[src/ircr_pkg.sv]
// Shared constants and types for the charger interrupt and status registers.
`default_nettype none

package ircr_pkg;

   // ***************************************************************
   // Timing
   // ***************************************************************
   localparam int CLK_PERIOD_NS = 25;
   localparam int SYNC_TIME_NS  = 200;
   localparam int SYNC_CYCLES   =
      (SYNC_TIME_NS + CLK_PERIOD_NS - 1) / CLK_PERIOD_NS;
   localparam logic [3:0] SYNC_CNT_LOAD = 4'(SYNC_CYCLES);
   localparam logic [3:0] SYNC_CNT_LAST = 4'h1;

   // ***************************************************************
   // Serial port
   // ***************************************************************
   // Arbitrary default bus address; the real part fixes its own.
   localparam logic [6:0] DEV_ADDR_DEFAULT = 7'h2a;
   localparam logic [3:0] BYTE_BITS        = 4'h8;

   // ***************************************************************
   // Register offsets
   // ***************************************************************
   localparam logic [7:0] ADDR_MONITOR_CONTROL = 8'h09;
   localparam logic [7:0] ADDR_IRQ_ENABLE      = 8'h0a;
   localparam logic [7:0] ADDR_CONFIG_CONTROL  = 8'h0b;
   localparam logic [7:0] ADDR_IRQ_FLAGS       = 8'h0c;
   localparam logic [7:0] ADDR_CHARGER_STATUS  = 8'h0d;
   localparam logic [7:0] ADDR_MON_DATA_LOW    = 8'h0e;
   localparam logic [7:0] ADDR_MON_DATA_MID    = 8'h0f;
   localparam logic [7:0] ADDR_MON_DATA_HIGH   = 8'h10;
   localparam logic [7:0] ADDR_TEMP_RESULT     = 8'h11;

   // ***************************************************************
   // Fields and reset values
   // ***************************************************************
   localparam int MON_EN_BIT      = 0;
   localparam int CTRL_UPDATE_BIT = 0;
   localparam int CTRL_SYNC_BIT   = 2;
   localparam int FLAG_SERIAL_RDY = 0;
   localparam int FLAG_UNDER_DIS  = 1;
   localparam int FLAG_OVER_CH    = 2;
   localparam int FLAG_SRC_LOW    = 3;
   localparam int FLAG_TEMP       = 4;
   localparam int FLAG_MON_DONE   = 5;
   localparam int FLAG_MON_ERR    = 6;
   localparam int NUM_FLAGS       = 7;

   localparam logic [7:0] MON_CTRL_RESET = 8'h00;
   localparam logic [7:0] MON_CTRL_MASK  = 8'h0f;
   localparam logic [6:0] IRQ_EN_RESET   = 7'h01;
   localparam logic [6:0] IRQ_FLAG_RESET = 7'h01;
   localparam logic [6:0] IRQ_FLAG_ALL   = 7'h7f;

   // ***************************************************************
   // Types
   // ***************************************************************
   typedef struct packed {
      logic charge_disable_pin;
      logic boost_idle;
      logic temp_outside;
      logic source_low;
      logic over_charge;
      logic under_discharge;
   } ircr_levels_t;

   typedef struct packed {
      logic [3:0]  shift;
      logic [19:0] data;
   } ircr_monitor_t;

   typedef enum logic [6:0] {
      ST_IDLE     = 7'h01,
      ST_ADDR     = 7'h02,
      ST_ADDR_ACK = 7'h04,
      ST_WR_BYTE  = 7'h08,
      ST_WR_ACK   = 7'h10,
      ST_RD_BYTE  = 7'h20,
      ST_RD_ACK   = 7'h40
   } ircr_i2c_state_t;

   typedef struct packed {
      ircr_i2c_state_t i2c_st;
      logic            scl_q;
      logic            sda_q;
      logic [3:0]      bit_cnt;
      logic [7:0]      shift;
      logic [7:0]      tx;
      logic            rw;
      logic            ptr_pending;
      logic [7:0]      ptr;
      logic            sda_drive;
      ircr_levels_t    levels_q;
      logic            ready_q;
      logic [7:0]      mon_ctrl;
      logic [6:0]      irq_en;
      logic [6:0]      act_irq_en;
      logic            act_mon_en;
      logic            cfg_source;
      logic            sync_busy;
      logic [3:0]      sync_cnt;
      logic [6:0]      irq_flags;
      ircr_monitor_t   monitor;
      logic [7:0]      temp;
      logic            irq;
      logic            inhibit;
   } ircr_state_t;

endpackage

`default_nettype wire

[src/ircr_pin_sync.sv]
// Three-stage input synchroniser with agreement filter, one lane per bit.
`default_nettype none

module ircr_pin_sync
   import ircr_pkg::*;
#(
   parameter int W = 8
) (
   // Clock and reset
   input  wire logic         clk,
   input  wire logic         rst,
   // Pins
   input  wire logic [W-1:0] pins_async,
   output logic      [W-1:0] pins
);

   typedef struct packed {
      logic [W-1:0] s1;
      logic [W-1:0] s2;
      logic [W-1:0] s3;
      logic [W-1:0] filt;
   } ircr_sync_state_t;

   ircr_sync_state_t s_reg;
   ircr_sync_state_t s_next;
   logic [W-1:0]     filt_next;

   // A lane follows the pin only once stages two and three agree.
   genvar i;
   generate
      for (i = 0; i < W; i++) begin : g_lane
         assign filt_next[i] = (s_reg.s2[i] == s_reg.s3[i]) ?
                               s_reg.s3[i] : s_reg.filt[i];
      end
   endgenerate

   always_comb begin
      s_next      = s_reg;
      s_next.s1   = pins_async;
      s_next.s2   = s_reg.s1;
      s_next.s3   = s_reg.s2;
      s_next.filt = filt_next;
   end

   always_ff @(posedge clk) begin
      if (rst) begin
         s_reg <= '0;
      end else begin
         s_reg <= s_next;
      end
   end

   assign pins = s_reg.filt;

endmodule

`default_nettype wire

[src/ircr_regs.sv]
// Interrupt, status, configuration and monitor registers behind a serial port.
//
// Operation
// - Monitor runs only while enable bit set
// - Per-event enables gate the interrupt pin
// - Ready enable resets set; ready raises flag
// - Flags mirror enables; reading clears them
// - Temperature threshold crossing sets temperature flag
// - Source target crossing low level sets flag
// - Battery crossing charge limits sets flags
// - Monitor result and error set flags
// - Control bit zero selects configuration source
// - Settings apply only after update write
// - Busy bit reads set; writes refused meanwhile
// - Back to pins keeps enables and flags
// - Status bit seven shows charge-disable pin
// - Status bit six shows boost idle
// - Status bit four shows temperature outside window
// - Status bit three shows source target low
// - Status bits two, one show battery limits
// - Twenty-bit monitor result with shift field
// - Temperature result register holds ADC value
// - Charging inhibited by register bit or pin
`default_nettype none

module ircr_regs
   import ircr_pkg::*;
#(
   parameter logic [6:0] DEV_ADDR = DEV_ADDR_DEFAULT
) (
   // Clock and reset
   input  wire logic          clk,
   input  wire logic          rst,
   // Serial port, open drain data line
   input  wire logic          scl_in,
   input  wire logic          sda_in,
   output logic               sda_out,
   output logic               sda_oe,
   // Analog comparator levels, asynchronous
   input  wire logic          charge_disable_pin,
   input  wire logic          boost_idle_in,
   input  wire logic          temp_outside_in,
   input  wire logic          source_low_in,
   input  wire logic          over_charge_in,
   input  wire logic          under_discharge_in,
   // On-chip events and results, same clock
   input  wire logic          cold_start_done,
   input  wire logic          monitor_done,
   input  wire logic          monitor_error,
   input  wire ircr_monitor_t monitor_result,
   input  wire logic [7:0]    temp_result,
   input  wire logic          charge_disable_bit,
   // Outputs to the charger
   output logic               irq,
   output logic               monitor_enable,
   output logic               config_from_serial,
   output logic               sync_in_progress,
   output logic               charging_inhibit
);

   // ***************************************************************
   // Input synchronisation
   // ***************************************************************
   localparam int NUM_SYNC = 8;

   logic [NUM_SYNC-1:0] raw_pins;
   logic [NUM_SYNC-1:0] syn_pins;
   ircr_levels_t        lev;
   logic                scl;
   logic                sda;

   // Bus lanes pass inverted so a cleared stage reads as an idle bus.
   assign raw_pins = {~scl_in, ~sda_in, charge_disable_pin, boost_idle_in,
                      temp_outside_in, source_low_in, over_charge_in,
                      under_discharge_in};

   ircr_pin_sync #(
      .W          (NUM_SYNC)
   ) u_sync (
      .clk        (clk),
      .rst        (rst),
      .pins_async (raw_pins),
      .pins       (syn_pins)
   );

   assign scl = ~syn_pins[7];
   assign sda = ~syn_pins[6];
   assign lev = ircr_levels_t'(syn_pins[5:0]);

   // ***************************************************************
   // State
   // ***************************************************************
   localparam ircr_state_t STATE_RESET = '{
      i2c_st:      ST_IDLE,
      scl_q:       1'b1,
      sda_q:       1'b1,
      bit_cnt:     4'h0,
      shift:       8'h00,
      tx:          8'h00,
      rw:          1'b0,
      ptr_pending: 1'b1,
      ptr:         8'h00,
      sda_drive:   1'b0,
      levels_q:    '0,
      ready_q:     1'b0,
      mon_ctrl:    MON_CTRL_RESET,
      irq_en:      IRQ_EN_RESET,
      act_irq_en:  IRQ_EN_RESET,
      act_mon_en:  1'b0,
      cfg_source:  1'b0,
      sync_busy:   1'b0,
      sync_cnt:    4'h0,
      irq_flags:   IRQ_FLAG_RESET,
      monitor:     '0,
      temp:        8'h00,
      irq:         1'b0,
      inhibit:     1'b0
   };

   ircr_state_t s_reg;
   ircr_state_t s_next;

   logic        scl_rise;
   logic        scl_fall;
   logic        start_cond;
   logic        stop_cond;
   logic [7:0]  rd_byte;
   logic [6:0]  events;

   assign scl_rise   = scl & ~s_reg.scl_q;
   assign scl_fall   = ~scl & s_reg.scl_q;
   assign start_cond = scl & s_reg.scl_q & s_reg.sda_q & ~sda;
   assign stop_cond  = scl & s_reg.scl_q & ~s_reg.sda_q & sda;

   // ***************************************************************
   // Read multiplexer
   // ***************************************************************
   function automatic logic [7:0] read_reg(input logic [7:0] a);
      logic [7:0] v;
      v = 8'h00;
      unique case (a)
         ADDR_MONITOR_CONTROL: v = s_reg.mon_ctrl;
         ADDR_IRQ_ENABLE:      v = {1'b0, s_reg.irq_en};
         ADDR_CONFIG_CONTROL: begin
            v[CTRL_SYNC_BIT]   = s_reg.sync_busy;
            v[CTRL_UPDATE_BIT] = s_reg.cfg_source;
         end
         ADDR_IRQ_FLAGS:       v = {1'b0, s_reg.irq_flags};
         ADDR_CHARGER_STATUS: begin
            v[7] = lev.charge_disable_pin;
            v[6] = lev.boost_idle;
            v[4] = lev.temp_outside;
            v[3] = lev.source_low;
            v[2] = lev.over_charge;
            v[1] = lev.under_discharge;
         end
         ADDR_MON_DATA_LOW:    v = s_reg.monitor.data[7:0];
         ADDR_MON_DATA_MID:    v = s_reg.monitor.data[15:8];
         ADDR_MON_DATA_HIGH:
            v = {s_reg.monitor.shift, s_reg.monitor.data[19:16]};
         ADDR_TEMP_RESULT:     v = s_reg.temp;
         default:              v = 8'h00;
      endcase
      return v;
   endfunction

   always_comb rd_byte = read_reg(s_reg.ptr);

   // ***************************************************************
   // Event detection
   // ***************************************************************
   // Comparator flags fire on any change of level, so both directions
   // of a crossing are reported.
   always_comb begin
      events                  = 7'h00;
      events[FLAG_SERIAL_RDY] = cold_start_done & ~s_reg.ready_q;
      events[FLAG_UNDER_DIS]  = lev.under_discharge ^
                                s_reg.levels_q.under_discharge;
      events[FLAG_OVER_CH]    = lev.over_charge ^
                                s_reg.levels_q.over_charge;
      events[FLAG_SRC_LOW]    = lev.source_low ^
                                s_reg.levels_q.source_low;
      events[FLAG_TEMP]       = lev.temp_outside ^
                                s_reg.levels_q.temp_outside;
      events[FLAG_MON_DONE]   = monitor_done;
      events[FLAG_MON_ERR]    = monitor_error;
   end

   // ***************************************************************
   // Next state
   // ***************************************************************
   always_comb begin
      logic       rd_clr;
      logic       wr_en;
      logic [7:0] wr_addr;
      logic [7:0] wr_data;
      rd_clr  = 1'b0;
      wr_en   = 1'b0;
      wr_addr = 8'h00;
      wr_data = 8'h00;
      s_next  = s_reg;

      s_next.scl_q    = scl;
      s_next.sda_q    = sda;
      s_next.levels_q = lev;
      s_next.ready_q  = cold_start_done;

      // Serial port engine. Data is sampled on the clock rise and the
      // data line only changes after the clock fall.
      if (start_cond) begin
         s_next.i2c_st      = ST_ADDR;
         s_next.bit_cnt     = 4'h0;
         s_next.sda_drive   = 1'b0;
         s_next.ptr_pending = 1'b1;
      end else if (stop_cond) begin
         s_next.i2c_st    = ST_IDLE;
         s_next.sda_drive = 1'b0;
      end else begin
         unique case (s_reg.i2c_st)
            ST_IDLE: begin
               s_next.sda_drive = 1'b0;
            end
            ST_ADDR: begin
               if (scl_rise) begin
                  s_next.shift   = {s_reg.shift[6:0], sda};
                  s_next.bit_cnt = s_reg.bit_cnt + 4'h1;
               end else if (scl_fall && s_reg.bit_cnt == BYTE_BITS) begin
                  if (s_reg.shift[7:1] == DEV_ADDR) begin
                     s_next.i2c_st    = ST_ADDR_ACK;
                     s_next.sda_drive = 1'b1;
                     s_next.rw        = s_reg.shift[0];
                  end else begin
                     s_next.i2c_st = ST_IDLE;
                  end
               end
            end
            ST_ADDR_ACK, ST_RD_ACK: begin
               if (s_reg.i2c_st == ST_RD_ACK && scl_rise && sda) begin
                  s_next.i2c_st = ST_IDLE;
               end else if (scl_fall) begin
                  if (s_reg.i2c_st == ST_RD_ACK || s_reg.rw) begin
                     s_next.i2c_st    = ST_RD_BYTE;
                     s_next.tx        = rd_byte;
                     s_next.sda_drive = ~rd_byte[7];
                     s_next.ptr       = s_reg.ptr + 8'h01;
                     s_next.bit_cnt   = 4'h0;
                     rd_clr = (s_reg.ptr == ADDR_IRQ_FLAGS);
                  end else begin
                     s_next.i2c_st    = ST_WR_BYTE;
                     s_next.sda_drive = 1'b0;
                     s_next.bit_cnt   = 4'h0;
                  end
               end
            end
            ST_WR_BYTE: begin
               if (scl_rise) begin
                  s_next.shift   = {s_reg.shift[6:0], sda};
                  s_next.bit_cnt = s_reg.bit_cnt + 4'h1;
               end else if (scl_fall && s_reg.bit_cnt == BYTE_BITS) begin
                  s_next.i2c_st    = ST_WR_ACK;
                  s_next.sda_drive = 1'b1;
                  if (s_reg.ptr_pending) begin
                     s_next.ptr         = s_reg.shift;
                     s_next.ptr_pending = 1'b0;
                  end else begin
                     wr_en      = 1'b1;
                     wr_addr    = s_reg.ptr;
                     wr_data    = s_reg.shift;
                     s_next.ptr = s_reg.ptr + 8'h01;
                  end
               end
            end
            ST_WR_ACK: begin
               if (scl_fall) begin
                  s_next.i2c_st    = ST_WR_BYTE;
                  s_next.sda_drive = 1'b0;
                  s_next.bit_cnt   = 4'h0;
               end
            end
            ST_RD_BYTE: begin
               if (scl_rise) begin
                  s_next.bit_cnt = s_reg.bit_cnt + 4'h1;
               end else if (scl_fall) begin
                  if (s_reg.bit_cnt == BYTE_BITS) begin
                     s_next.i2c_st    = ST_RD_ACK;
                     s_next.sda_drive = 1'b0;
                  end else begin
                     s_next.tx        = {s_reg.tx[6:0], 1'b0};
                     s_next.sda_drive = ~s_reg.tx[6];
                  end
               end
            end
            default: begin
               s_next.i2c_st    = ST_IDLE;
               s_next.sda_drive = 1'b0;
            end
         endcase
      end

      // Monitor and enable writes land in the shadow copies only; the charger
      // sees them after the next update that selects the serial source, and its sync.
      if (wr_en && !s_reg.sync_busy) begin
         unique case (wr_addr)
            ADDR_MONITOR_CONTROL: begin
               s_next.mon_ctrl = wr_data & MON_CTRL_MASK;
            end
            ADDR_IRQ_ENABLE: begin
               s_next.irq_en = wr_data[6:0];
            end
            ADDR_CONFIG_CONTROL: begin
               s_next.cfg_source = wr_data[CTRL_UPDATE_BIT];
               s_next.sync_busy  = 1'b1;
               s_next.sync_cnt   = SYNC_CNT_LOAD;
            end
            default: begin
            end
         endcase
      end else if (s_reg.sync_busy) begin
         s_next.sync_cnt = s_reg.sync_cnt - 4'h1;
         if (s_reg.sync_cnt == SYNC_CNT_LAST) begin
            s_next.sync_busy = 1'b0;
            if (s_reg.cfg_source) begin
               s_next.act_irq_en = s_reg.irq_en;
               s_next.act_mon_en = s_reg.mon_ctrl[MON_EN_BIT];
            end else begin
               // Pin configuration has no monitor setting, so the
               // monitor stops; enables and flags are left alone.
               s_next.act_mon_en = 1'b0;
            end
         end
      end

      // A flag set in the same cycle as the clearing read survives.
      s_next.irq_flags = (s_reg.irq_flags &
                          ~(rd_clr ? IRQ_FLAG_ALL : 7'h00)) | events;

      if (monitor_done) begin
         s_next.monitor = monitor_result;
      end
      s_next.temp    = temp_result;
      s_next.irq     = |(s_next.irq_flags & s_next.act_irq_en);
      s_next.inhibit = charge_disable_bit | lev.charge_disable_pin;
   end

   always_ff @(posedge clk) begin
      if (rst) begin
         s_reg <= STATE_RESET;
      end else begin
         s_reg <= s_next;
      end
   end

   // ***************************************************************
   // Outputs
   // ***************************************************************
   assign sda_out            = 1'b0;
   assign sda_oe             = s_reg.sda_drive;
   assign irq                = s_reg.irq;
   assign monitor_enable     = s_reg.act_mon_en;
   assign config_from_serial = s_reg.cfg_source;
   assign sync_in_progress   = s_reg.sync_busy;
   assign charging_inhibit   = s_reg.inhibit;

endmodule

`default_nettype wire

[config.mk]
export PLATFORM = sky130hd
export DESIGN_NAME = ircr_regs
export DESIGN_NICKNAME = d
export VERILOG_FILES = /design/src/ircr_pkg.sv /design/src/ircr_pin_sync.sv /design/src/ircr_regs.sv
export SDC_FILE = /design/constraint.sdc
export NUM_CORES = 1
export LEC_CHECK = 0
export BUFFER_PORTS_ARGS = -buffer_cell sky130_fd_sc_hd__clkbuf_2
export CORE_UTILIZATION = 35
export CTS_CLUSTER_DIAMETER = 60
export DETAILED_ROUTE_END_ITERATION = 8
export GPL_TIMING_DRIVEN = 0
export HOLD_SLACK_MARGIN = 0.05
export PLACE_DENSITY_LB_ADDON = 0.05
export SYNTH_ARGS = -nofsm -noshare
export SYNTH_HDL_FRONTEND = slang
export SYNTH_HIERARCHICAL = 1
export SYNTH_SLANG_ARGS = --single-unit
[constraint.sdc]
create_clock -name clk -period 2.5 [get_ports clk]
set_clock_uncertainty 0.1 [all_clocks]
set_input_delay 0.25 -clock clk [delete_from_list [all_inputs] [get_ports clk]]
set_output_delay 0.25 -clock clk [all_outputs]
set_load 0.05 [all_outputs]
==> impl_metrics.ini <==
[sta]
fin_crit_sh_pct = 96.4
relSlewSlack_pct = 49.2
clock.fmax_mhz = 415
setup_viol = 0
tightestPinTransition_ns = 0.761
setup_tns_ns = 0
timing.final.max_slew_violations = 0
worst_slack_ns = 0.0890
hold_violations = 0
post-route-min-period_ns = 2.41

[die]
die-area_mm2 = 0.0187
placementRows = 48
start_util_pct = 36.3
die_w_um = 137
design.portCount = 53
die_y_um = 137
design.core.area_mm2 = 0.0175

[critical_path]
crit_buf_inv = 2
worstSetupEndpointType = flip-flop
r2r_end = s_reg[78]$_SDFFE_PP0P_
reg2regPathDepth = 7
path_max_fanout = 10
start_kind = flip-flop
path_delay_family = simple AND/OR/NAND/NOR gates
worstSetupPathType = flip-flop to flip-flop
regToRegSetupSlack_ns = 0.09
path_cells = or4_4 -> or4_4 -> a211oi_4 -> buf_6 -> buf_6 -> nand3_1 -> a21oi_1
arrival_ns = 2.65
worst_ep_required_time_ns = 2.74
crit-reg2reg-launch = s_reg[111]$_SDFFE_PP0P_
crit_cells = 7
startpoint = s_reg[111]$_SDFFE_PP0P_
crit_path_top_delay_cell = or4_4
cp_slowest_stage_delay_ns = 0.53

[grt]
grt_usage_pct = 21.0
grt-ovfl-total = 0
antenna_found_initial = 0
grt_start_max_net_pins = 17
grt_pass1_vias = 5203
grt_pass1_wl_mm = 29.0

[clock_tree]
path_clk_slew_ns = 0.06
clock_sinks = 142
clock_latency_ns = 0.43
cts_max_level = 4
numCtsBuffers = 17
root_buffer = clkbuf_16
cts_tree = done
cts_buffer_depth = 2

[drt]
routed_wirelength_mm = 18.9
viasPerCell = 5.21
drc = 0
ant_nets = 0
wl_per_cell_um = 17.7
vias = 5553
drt_iter0_drc = 307
firstDrtPassIters = 4

[synth]
ys_seq_area_share_pct = 44.7
syn_inst = 708
yosysTopAreaCellShare_pct = 44.7
synthFlopType = dfxtp_1
ys_types = 61
synthArstFlopShare_pct = 0
synth_top_cell_by_area = dfxtp_1
syn-cell-area_mm2 = 0.00636
synth.ff_latch_count = 142
synth-edff-count = 0
synth_area_per_cell_um2 = 8.98
yosys_warnings = 6
synth_area_leaders = dfxtp_1, mux2i_1, nor2_1, nor2b_1, nand2_1
synthesis.nets = 762

[cells_and_area]
area_growth_pct = 28.7
largest_reg_flops = 104
final_nets = 882
layout_commonest_cell = dfxtp_1
most-common-layout-cells = dfxtp_1, nor2_1, clkbuf_2
drive_above_1_share_pct = 18.2
final_core_util_pct = 46.7
num_antenna_cells = 0

[hold_path]
hold_path_depth = 1
hp-start = u_sync/s_next[18]$_SDFF_PP0_
hp-class = flip-flop to flip-flop
worstHoldEndpoint = u_sync/s_next[10]$_SDFF_PP0_

[power]
ir_drop_mv = 0.531
power_density_mw_per_mm2 = 671
p_leak_nw = 3.25

[placement]
portBuffers = 50
gp_congestion = 0.833
post-place-ws_ns = -0.464
place_hpwl_mm = 13.6

[outcome]
status = finished, final reports clean

[job]
drv_cap = 0
==> cell usage after synthesis (7+ instances only) <==
cell / instances
mux2i_1: 52
a21oi_1: 34
nand3_1: 15
inv_1: 13
nor2b_1: 46
a22oi_1: 22
nand2_1: 52
buf_4: 12
o31ai_1: 9
nand2b_1: 7
ha_1: 8
clkbuf_1: 26
nor2_1: 97
a22o_1: 13
o21ai_0: 29
xor2_1: 8
dfxtp_1: 142
nor3_1: 10
==> metrics by stage <==
| step | total power, W | hold slack [ns] | area [um^2] | instances |
|---|---|---|---|---|
| finish | 0.00549 | 0.336 | 8180 | 1066 |
| global route | 0.00568 | 0.355 | 8180 | 1066 |
| CTS | 0.00555 | 0.338 | 8080 | 1061 |
| detailed placement | 0.00259 | 0.323 | 6900 | 983 |
| global placement | 0.00258 | 0.322 | 6900 | 983 |
| floorplan | 0.00250 | 0.222 | 6370 | 708 |
==> power breakdown <==
| part | internal [W] | switching, W | leakage [nW] | total [W] |
|---|---|---|---|---|
| Combinational | 0.000129 | 0.000122 | 1.76 | 0.000251 |
| Sequential | 0.00231 | 0.0000260 | 1.16 | 0.00234 |
| Clock | 0.00181 | 0.00108 | 0.333 | 0.00290 |
==> per-layer routing <==
layer	global-route usage, %	vias to the layer above	wire [um]
met1	28.5	2649	9020
li1	-	2731	-
met4	8.42	0	404
met2	32.3	144	8550
met3	4.59	29	886
met5	0	-	0
==> how the worst max path moves through the flow <==
| stage | end |
|---|---|
| final | s_reg[78]$_SDFFE_PP0P_ |
| after global routing | s_reg[57]$_SDFFE_PP0P_ |
| after CTS | s_reg[58]$_SDFFE_PP0P_ |
| after detailed placement | s_reg[57]$_SDFFE_PP0P_ |
| after global placement | s_reg[58]$_SDFFE_PP0P_ |
| after floorplan | s_reg[79]$_SDFFE_PP0P_ |
==> layout make-up <==
cell class | instances | area, um^2
buffer | 45 | 260
multi-input combinational | 503 | 3280
fill | 1707 | 9350
sequential | 142 | 2850
clock inverter | 15 | 251
clock buffer | 17 | 425
inverter | 13 | 48.8
tap | 225 | 282
timing repair buffer | 106 | 785
==> kinds of logic (layout without fill, tap and decap cells) <==
group                    count (synthesis)  in the layout  share of synthesized area [%]
XOR/XNOR                                12             12                           1.65
other                                    1              1                         0.0590
AO/OA/AOI/OAI                          149            149                           16.0
flip-flops                             142            142                           44.7
AND/OR/NAND/NOR                        276            276                           21.6
buffers and inverters                   63            196                           5.27
multiplexers                            57             57                           9.07
adder cells (fa/ha/maj)                  8              8                           1.57
==> what timing repair did <==
action,CTS,global route
gates resized for setup,10,22
pin swaps,5,12
hold endpoints to repair,45,0
buffers inserted,4,8
setup endpoints to repair,50,47
hold buffers,44,0
Power figures use the tool's default switching activity.
